## config.mk

```make
export PLATFORM = sky130hd
export DESIGN_NAME = ocr_top
export DESIGN_NICKNAME = d
export VERILOG_FILES = /design/src/ocr_pkg.sv /design/src/ocr_sink_out.sv /design/src/ocr_top.sv
export VERILOG_INCLUDE_DIRS = /design/src
export SDC_FILE = /design/constraint.sdc
export NUM_CORES = 1
export LEC_CHECK = 0
export BUFFER_PORTS_ARGS = -buffer_cell sky130_fd_sc_hd__buf_2
export CORE_MARGIN = 2
export CORE_UTILIZATION = 39
export DETAILED_ROUTE_END_ITERATION = 7
export PLACE_DENSITY_LB_ADDON = 0.2
export REMOVE_ABC_BUFFERS = 1
export SETUP_SLACK_MARGIN = 0.3
export SYNTH_ARGS = -nofsm -noshare
export SYNTH_HDL_FRONTEND = slang
export SYNTH_SLANG_ARGS = --single-unit
```

## constraint.sdc

```tcl
create_clock -name CLK_IN -period 1.2 [get_ports CLK_IN]
set_clock_uncertainty 0.15 [all_clocks]
set_input_delay 0.06 -clock CLK_IN [delete_from_list [all_inputs] [get_ports CLK_IN]]
set_output_delay 0.06 -clock CLK_IN [all_outputs]
set_load 0.03 [all_outputs]
```

## src/ocr_regs.svh

```systemverilog
// register offsets, field positions and reset values of the control bank
`ifndef OCR_REGS_SVH
`define OCR_REGS_SVH

`define OCR_GEN_CTRL_ADDR 8'h10
`define OCR_GEN_CTRL_RESET 8'hC0
`define OCR_FIXED_ONES 2'h3
`define OCR_BIT_MAIN_EN 0
`define OCR_BIT_SECOND_EN 1
`define OCR_BIT_SHARED 2
`define OCR_BIT_RAMP_LO 3
`define OCR_BIT_RAMP_HI 4
`define OCR_BIT_PANEL 5
`define OCR_STORED_W 6
`define OCR_LEVEL_W 7
`define OCR_READ_UNMAPPED 8'h00

`endif

```

## src/ocr_pkg.sv

```systemverilog
// types shared by the output mode control bank
package ocr_pkg;
   typedef enum logic [0:0] {
      OCR_MODE_LED = 1'b0,
      OCR_MODE_PANEL = 1'b1
   } ocr_mode_type;
   typedef enum logic [1:0] {
      OCR_RAMP_0 = 2'b00,
      OCR_RAMP_1 = 2'b01,
      OCR_RAMP_2 = 2'b10,
      OCR_RAMP_3 = 2'b11
   } ocr_ramp_type;
endpackage

```

## src/ocr_sink_out.sv

```systemverilog
// registered enable and level for one current sink output
`timescale 1ns/1ps
`default_nettype none
`include "ocr_regs.svh"
module ocr_sink_out
   import ocr_pkg::*;
(
   input wire logic clk_in,
   input wire logic rst_b_in,
   input wire logic enable_in,
   input wire logic [`OCR_LEVEL_W-1:0] level_in,
   output logic enable_out,
   output logic [`OCR_LEVEL_W-1:0] level_out
);
   logic enable_nxt;
   logic [`OCR_LEVEL_W-1:0] level_nxt;

   // a disabled sink shows level zero so the analog side sees no stale code
   always_comb begin
      enable_nxt = enable_in;
      level_nxt = enable_in ? level_in : '0;
   end

   always_ff @(posedge clk_in or negedge rst_b_in) begin
      if (!rst_b_in) begin
         enable_out <= 1'b0;
         level_out <= '0;
      end else begin
         enable_out <= enable_nxt;
         level_out <= level_nxt;
      end
   end
endmodule // ocr_sink_out
`default_nettype wire

```

## src/ocr_top.sv

```systemverilog
// general control register and the output mode decode that it steers
`timescale 1ns/1ps
`default_nettype none
`include "ocr_regs.svh"
// Functional notes
// - bit 0 enables main sink, else off
// - bit 1 enables second sink in independent LED mode, else off
// - bit 2 set: main level drives both
// - bit 2 clear: each sink own level
// - bits 3-4 pick ramp rate, both sinks
// - bit 5 clear: LED mode, headroom regulation while analog on
// - bit 5 set: second output is feedback
// - bits 6-7 read-only, always read 1
// - analog on if main, second or panel
// - shared LED mode: main bit switches both
// - independent LED mode: own enable bits
// - panel mode: second sink always off
module ocr_top
   import ocr_pkg::*;
(
   input wire logic CLK_IN,
   input wire logic RST_B_IN,
   input wire logic WR_EN_IN,
   input wire logic [7:0] ADDR_IN,
   input wire logic [7:0] WDATA_IN,
   input wire logic [`OCR_LEVEL_W-1:0] MAIN_LEVEL_IN,
   input wire logic [`OCR_LEVEL_W-1:0] SECOND_LEVEL_IN,
   output logic [7:0] RDATA_OUT,
   output logic MAIN_SINK_EN_OUT,
   output logic [`OCR_LEVEL_W-1:0] MAIN_LEVEL_OUT,
   output logic SECOND_SINK_EN_OUT,
   output logic [`OCR_LEVEL_W-1:0] SECOND_LEVEL_OUT,
   output logic [1:0] RAMP_RATE_OUT,
   output logic PANEL_MODE_OUT,
   output logic HEADROOM_REG_EN_OUT,
   output logic FEEDBACK_REG_EN_OUT,
   output logic ANALOG_EN_OUT
);
   logic [`OCR_STORED_W-1:0] ctrl_r;
   logic [`OCR_STORED_W-1:0] ctrl_nxt;
   logic [7:0] rdata_r;
   logic [7:0] rdata_nxt;
   logic [1:0] ramp_r;
   logic [1:0] ramp_nxt;
   logic panel_r;
   logic panel_nxt;
   logic headroom_r;
   logic headroom_nxt;
   logic feedback_r;
   logic feedback_nxt;
   logic analog_r;
   logic analog_nxt;
   logic main_en;
   logic second_en;
   logic [`OCR_LEVEL_W-1:0] second_src;
   logic reg_hit;
   logic [7:0] ctrl_view;
   ocr_mode_type mode;

   assign reg_hit = (ADDR_IN == `OCR_GEN_CTRL_ADDR);
   // upper two bits are not stored at all, so no write can clear them
   assign ctrl_view = {`OCR_FIXED_ONES, ctrl_r};
   assign mode = ocr_mode_type'(ctrl_r[`OCR_BIT_PANEL]);

   // register storage and readback
   always_comb begin
      ctrl_nxt = ctrl_r;
      if (WR_EN_IN && reg_hit) begin
         ctrl_nxt = WDATA_IN[`OCR_STORED_W-1:0];
      end
      rdata_nxt = reg_hit ? ctrl_view : `OCR_READ_UNMAPPED;
   end

   always_ff @(posedge CLK_IN or negedge RST_B_IN) begin
      if (!RST_B_IN) begin
         ctrl_r <= `OCR_STORED_W'(`OCR_GEN_CTRL_RESET);
         rdata_r <= `OCR_READ_UNMAPPED;
      end else begin
         ctrl_r <= ctrl_nxt;
         rdata_r <= rdata_nxt;
      end
   end

   // sink enable and level selection from the truth table of modes
   always_comb begin
      main_en = ctrl_r[`OCR_BIT_MAIN_EN];
      second_en = 1'b0;
      second_src = SECOND_LEVEL_IN;
      case (mode)
         OCR_MODE_LED: begin
            if (ctrl_r[`OCR_BIT_SHARED]) begin
               second_en = ctrl_r[`OCR_BIT_MAIN_EN];
               second_src = MAIN_LEVEL_IN;
            end else begin
               second_en = ctrl_r[`OCR_BIT_SECOND_EN];
            end
         end
         OCR_MODE_PANEL: begin
            second_en = 1'b0;
         end
         default: begin
            second_en = 1'b0;
         end
      endcase
   end

   // converter and analog controls
   always_comb begin
      ramp_nxt = {ctrl_r[`OCR_BIT_RAMP_HI], ctrl_r[`OCR_BIT_RAMP_LO]};
      panel_nxt = (mode == OCR_MODE_PANEL);
      analog_nxt = ctrl_r[`OCR_BIT_MAIN_EN] | ctrl_r[`OCR_BIT_SECOND_EN]
                   | ctrl_r[`OCR_BIT_PANEL];
      // headroom is gated by analog enable: a fully off device must not
      // regulate anything; gating here keeps the output a plain flop
      headroom_nxt = (mode == OCR_MODE_LED) & analog_nxt;
      feedback_nxt = (mode == OCR_MODE_PANEL);
   end

   always_ff @(posedge CLK_IN or negedge RST_B_IN) begin
      if (!RST_B_IN) begin
         ramp_r <= 2'h0;
         panel_r <= 1'b0;
         headroom_r <= 1'b0;
         feedback_r <= 1'b0;
         analog_r <= 1'b0;
      end else begin
         ramp_r <= ramp_nxt;
         panel_r <= panel_nxt;
         headroom_r <= headroom_nxt;
         feedback_r <= feedback_nxt;
         analog_r <= analog_nxt;
      end
   end

   ocr_sink_out u_main_sink (
      .clk_in(CLK_IN),
      .rst_b_in(RST_B_IN),
      .enable_in(main_en),
      .level_in(MAIN_LEVEL_IN),
      .enable_out(MAIN_SINK_EN_OUT),
      .level_out(MAIN_LEVEL_OUT)
   );

   ocr_sink_out u_second_sink (
      .clk_in(CLK_IN),
      .rst_b_in(RST_B_IN),
      .enable_in(second_en),
      .level_in(second_src),
      .enable_out(SECOND_SINK_EN_OUT),
      .level_out(SECOND_LEVEL_OUT)
   );

   assign RDATA_OUT = rdata_r;
   assign RAMP_RATE_OUT = ramp_r;
   assign PANEL_MODE_OUT = panel_r;
   assign HEADROOM_REG_EN_OUT = headroom_r;
   assign FEEDBACK_REG_EN_OUT = feedback_r;
   assign ANALOG_EN_OUT = analog_r;
endmodule // ocr_top
`default_nettype wire

```

== Word level (Yosys, flattened, before mapping) ==
Index checks and enable logic that the tools add are counted.

* Eq/ne operators: 1
* Mux-type cells: 7
* Bitwise gates (word level): 4
* Reduce and logical (&&, ||, !) cells: 1

{| class="wikitable"
|+ Operators with widths
! kind !! count
|-
| $mux W7 || 4
|-
| $eq A8 B5 Y1 const B || 1
|-
| $mux W8 || 1
|-
| $or A1 B1 Y1 || 2
|-
| $pmux W1 S2 || 1
|-
| $and A1 B1 Y1 || 1
|-
| $logic_and A1 B1 Y1 || 1
|-
| $mux W1 || 1
|-
| $not A1 Y1 || 1
|}

* Register bits: 35
* Word-level logic and storage cells: 23
* Bits of input ports: 33
* Output and inout port bits: 30

== Longest topological paths before layout ==
* Depth after elaboration: 3
* Gate-level depth with buffers: 4
* Mapped depth without buffers: 3

== Modules after synthesis ==
A second synthesis with hierarchy kept.

* Cell total of the unflattened synthesis: 82
* Area, all modules: 1241.2 sq um

{| class="wikitable"
|+ Modules (own cells, without submodules)
! module !! cells an instance !! instances !! area an instance (sq um) !! seq. area each (sq um)
|-
| ocr_top || 52 || 1 || 753.2 || 450.4
|-
| ocr_sink_out || 15 || 2 || 244.0 || 200.2
|}

== Worst setup path before layout ==
OpenSTA, ideal clock, no wires.

* Path kind: register to register
* Start point: reg ctrl_r[2]
* End point: reg u_second_sink.level_out[0]
* Data required time: 972 ps
* Period minus slack after synthesis: 1260 ps
* Data arrival time: 1033 ps
* Buffers on the path: 1
* Stages on the path, launching flop included: 5
* Path slack: -60 ps
* Setup time: 78 ps
* Cells stage by stage: dfrtp_1 > mux2i_1 > or2_2 > clkbuf_1 > a21oi_1

* Longest elaborated chain between the ends: 3
* Elaborated cells between the ends (all ways): 5
* Those cells by class: 5 x mux

{| class="wikitable"
|+ Ends and longest elaborated chain
! what !! RTL line !! source
|-
| start, declared || ocr_top.sv:39 || <nowiki>logic [`OCR_STORED_W-1:0] ctrl_r;</nowiki>
|-
| start signal, assigned || ocr_top.sv:76 || <nowiki>ctrl_r <= `OCR_STORED_W'(`OCR_GEN_CTRL_RESET);</nowiki>
|-
| start signal, assigned || ocr_top.sv:79 || <nowiki>ctrl_r <= ctrl_nxt;</nowiki>
|-
| $mux W1 or $mux W7 (tied branches) || ocr_top.sv:91 || <nowiki>if (ctrl_r[`OCR_BIT_SHARED]) begin</nowiki>
|-
| $pmux W1 S2 or $mux W7 (tied branches) || ocr_top.sv:89 || <nowiki>case (mode)</nowiki>
|-
| $mux W7 * || ocr_sink_out.sv:21 || <nowiki>level_nxt = enable_in ? level_in : '0;</nowiki>
|-
| named net u_second_sink.level_nxt[0] || ocr_sink_out.sv:16 || <nowiki>logic [`OCR_LEVEL_W-1:0] level_nxt;</nowiki>
|-
| end signal, assigned || ocr_sink_out.sv:30 || <nowiki>level_out <= level_nxt;</nowiki>
|-
| end, declared || ocr_sink_out.sv:13 || <nowiki>output logic [`OCR_LEVEL_W-1:0] level_out</nowiki>
|}

The timed path passes the listed nets; every way through them passes the cells marked *.
A chain may end at the register's enable or synchronous reset.

== Worst setup path after layout ==
Same ends and word-level chain as after synthesis.

==> impl_metrics.sql <==
INSERT INTO impl_metrics (metric_group, metric, value, unit) VALUES
('clocking', 'tritoncts.num_buffers', '5', ''),
('global_routing', 'overflow', '0', ''),
('yosys', 'yosys_warnings', '0', ''),
('layout', 'final_net_count', '220', ''),
('setup_path', 'crit_path_start_kind', 'flop', ''),
('yosys', 'postSynthAreaPerCell', '13.3', 'sq um'),
('power_and_ir_drop', 'leakage', '0.00117', 'uW'),
('layout', 'layout_common_cells', 'sky130_fd_sc_hd__buf_6 (37), sky130_fd_sc_hd__dfrtp_1 (34), sky130_fd_sc_hd__buf_2 (28)', ''),
('job', 'max-cap-violations', '0', ''),
('die', 'initial_core_util', '40.7', '%'),
('power_and_ir_drop', 'power_per_cell_area', '1080', 'nW/um^2'),
('clocking', 'clockRootBuffer', 'sky130_fd_sc_hd__clkbuf_4', ''),
('die', 'dieArea', '3590', 'sq um'),
('clocking', 'clock_path_buffers', '2', ''),
('sta', 'timing.final.hold_violations', '3', ''),
('detailed_routing', 'route.detailed.wl_per_inst', '12.4', 'microns'),
('setup_path', 'worst_path_max_delay_cell', 'sky130_fd_sc_hd__dfrtp_1', ''),
('detailed_routing', 'detail-route-antenna-nets', '0', ''),
('sta', 'report.final.setup_viol', '1', ''),
('sta', 'worst_slew_margin_rel', '79.4', '%'),
('yosys', 'synth_cells', '92', ''),
('place', 'placed_area', '1590', 'sq um'),
('detailed_routing', 'drt_first_iter_violations', '10', ''),
('sta', 'final.min_clock_period', '1230', 'ps'),
('die', 'design.core.area', '3000', 'sq um'),
('layout', 'flow.area_growth_from_synthesis', '80.0', '%'),
('setup_path', 'crit_family', 'flip-flops', ''),
('setup_path', 'critPathCaptureType', 'flop', ''),
('setup_path', 'setup.worst_path.class', 'flop to flop', ''),
('clocking', 'clk-insertion-delay-late', '330', 'ps'),
('outcome', 'violated_checks', 'hold timing, setup timing', ''),
('layout', 'layout.cells.most_common', 'sky130_fd_sc_hd__buf_6', ''),
('sta', 'holdWs', '-6.39', 'ps'),
('sta', 'finalWorstSetupSlack', '-27.8', 'ps'),
('clocking', 'clk_pin_slew_worst_paths', '100', 'ps'),
('detailed_routing', 'wirelength', '2.75', 'mm'),
('die', 'floorplan.rows', '20', ''),
('detailed_routing', 'first_pass_iters', '4', ''),
('layout', 'drive_above_1_share', '54.8', '%'),
('die', 'top_level_ports', '63', ''),
('sta', 'maxSlewViolCount', '0', ''),
('layout', 'num-fill-cells', '200', ''),
('place', 'placed_cells', '186', ''),
('die', 'chipWidth', '60.0', 'microns'),
('sta', 'worst_pin_slew', '309', 'ps'),
('clocking', 'cts_tree', 'built', ''),
('yosys', 'netlist.area_leader.share', '69.7', '%'),
('setup_path', 'cpPeakStageDelay', '420', 'ps'),
('detailed_routing', 'drc_viols', '0', ''),
('place', 'dpl_ws', '-127', 'ps'),
('yosys', 'yosys.area.top_type', 'sky130_fd_sc_hd__dfrtp_1', ''),
('yosys', 'synth_area', '1220', 'sq um'),
('power_and_ir_drop', 'vdd.ir_drop.worst', '0.000800', 'V'),
('outcome', 'outcome', 'complete, but fails checks', ''),
('sta', 'fin_crit_sh', '102', '%'),
('setup_path', 'path_buf_inv', '0', ''),
('sta', 'rsz0062_at_grt', 'yes', ''),
('place', 'place.gp.congestion', '0.671', ''),
('clocking', 'cts_num_sinks', '34', ''),
('place', 'port-buffer-count', '60', ''),
('layout', 'antenna-diode-count', '0', ''),
('global_routing', 'grt_antenna_before_repair', '0', ''),
('yosys', 'yosys.cell_types.count', '19', ''),
('die', 'die_height', '60.0', 'microns'),
('detailed_routing', 'post_drt_via_cell_ratio', '4.51', ''),
('global_routing', 'grt_first_pass_wirelength', '4.42', 'mm'),
('sta', 'fin_setup_tns', '-27.8', 'ps'),
('clocking', 'h-tree-depth', '2', ''),
('setup_path', 'arrival', '1320', 'ps'),
('setup_path', 'worst-path-max-fanout', '8', ''),
('setup_path', 'cp_cell_sequence', 'mux2i_1 > or2_4 > a21oi_1', '');
path summary, 6_finish.rpt:
kind	slack, ps	cells past startpoint	endpoint	start
min	-6	3	RDATA_OUT[6]$_DFF_PN0_	ADDR_IN[6]
max reg2reg	-30	3	u_second_sink.level_out[0]$_DFF_PN0_	ctrl_r[2]$_DFFE_PN0P_
min in group asynchronous	10	2	RAMP_RATE_OUT[1]$_DFF_PN0_	RST_B_IN
max in group asynchronous	480	3	u_second_sink.level_out[2]$_DFF_PN0_	RST_B_IN
min reg2reg	270	0	RAMP_RATE_OUT[0]$_DFF_PN0_	ctrl_r[3]$_DFFE_PN0P_
max	-30	3	u_second_sink.level_out[0]$_DFF_PN0_	ctrl_r[2]$_DFFE_PN0P_
power breakdown:
| group | switching (uW) | internal [uW] |
|---|---|---|
| registers | 21.8 | 1180 |
| clock network | 361 | 431 |
| logic | 174 | 210 |
registers in the layout, indices dropped and copies added (netlist names):
signal	count
RDATA_OUT	7
u_main_sink.level_out	7
u_second_sink.level_out	7
ctrl_r	6
RAMP_RATE_OUT	2
ANALOG_EN_OUT	1
FEEDBACK_REG_EN_OUT	1
HEADROOM_REG_EN_OUT	1
u_main_sink.enable_out	1
u_second_sink.enable_out	1
tightest hold or removal path, stage by stage:
cell and delay (ps):
sky130_fd_sc_hd__buf_2 80, sky130_fd_sc_hd__nor2_1 60, sky130_fd_sc_hd__and3_2 230
layout make-up:
| cell class | instances | area, sq um | share of cell area (%) |
|---|---|---|---|
| tap | 33 | 41.3 | 1.88 |
| clock inverter | 3 | 40.0 | 1.82 |
| timing repair buffer | 93 | 832 | 37.8 |
| sequential | 34 | 851 | 38.7 |
| inverter | 1 | 3.75 | 0.171 |
| multi-input combinational | 52 | 393 | 17.9 |
| clock buffer | 5 | 37.5 | 1.71 |
kinds of logic after synthesis:
family | after synthesis | share of synthesized area [%]
flip-flops | 34 | 69.7
buffers and inverters | 6 | 2.56
AND/OR/NAND/NOR | 38 | 18.5
AO/OA/AOI/OAI | 7 | 2.87
multiplexers | 7 | 6.35
metrics by stage:
| stage | power, uW | util [%] | hold slack (ps) |
|---|---|---|---|
| after floorplan | 1330 | - | -386 |
| after global placement | 1470 | 53.0 | -187 |
| after detailed placement | 1470 | 53.0 | -179 |
| after CTS | 2410 | 72.7 | -24.2 |
| after global routing | 2490 | 73.2 | -7.50 |
| final | 2380 | 73.2 | -6.39 |
repair_timing:
item	in CTS	in global routing
gates cloned	0	0
pin swaps	5	4
buffers inserted	6	0
endpoints found under the hold margin	55	1
setup endpoints to repair	57	59
gates resized for setup	81	5
synth_stat cells:
cell / number
sky130_fd_sc_hd__nor2b_1: 2
sky130_fd_sc_hd__or3_1: 1
sky130_fd_sc_hd__a21oi_1: 7
sky130_fd_sc_hd__buf_2: 1
sky130_fd_sc_hd__mux2_2: 4
sky130_fd_sc_hd__nand4_4: 1
sky130_fd_sc_hd__clkbuf_1: 2
sky130_fd_sc_hd__nor4_4: 1
sky130_fd_sc_hd__or2_2: 1
sky130_fd_sc_hd__mux2i_1: 1
sky130_fd_sc_hd__inv_1: 1
sky130_fd_sc_hd__nor2_1: 3
sky130_fd_sc_hd__buf_4: 2
sky130_fd_sc_hd__and3_2: 1
sky130_fd_sc_hd__mux2_1: 2
sky130_fd_sc_hd__dfrtp_1: 34
sky130_fd_sc_hd__and2_1: 13
sky130_fd_sc_hd__nand2b_1: 1
sky130_fd_sc_hd__nand2_1: 14
metal layers:
metal	GRT usage, %	wire (microns)	vias up
met5	0	0	-
met4	11.4	54	0
met3	4.33	135	5
met2	30.7	1570	43
met1	18.7	988	463
li1	-	-	486
No activity file was read; power rests on OpenSTA's default activity.
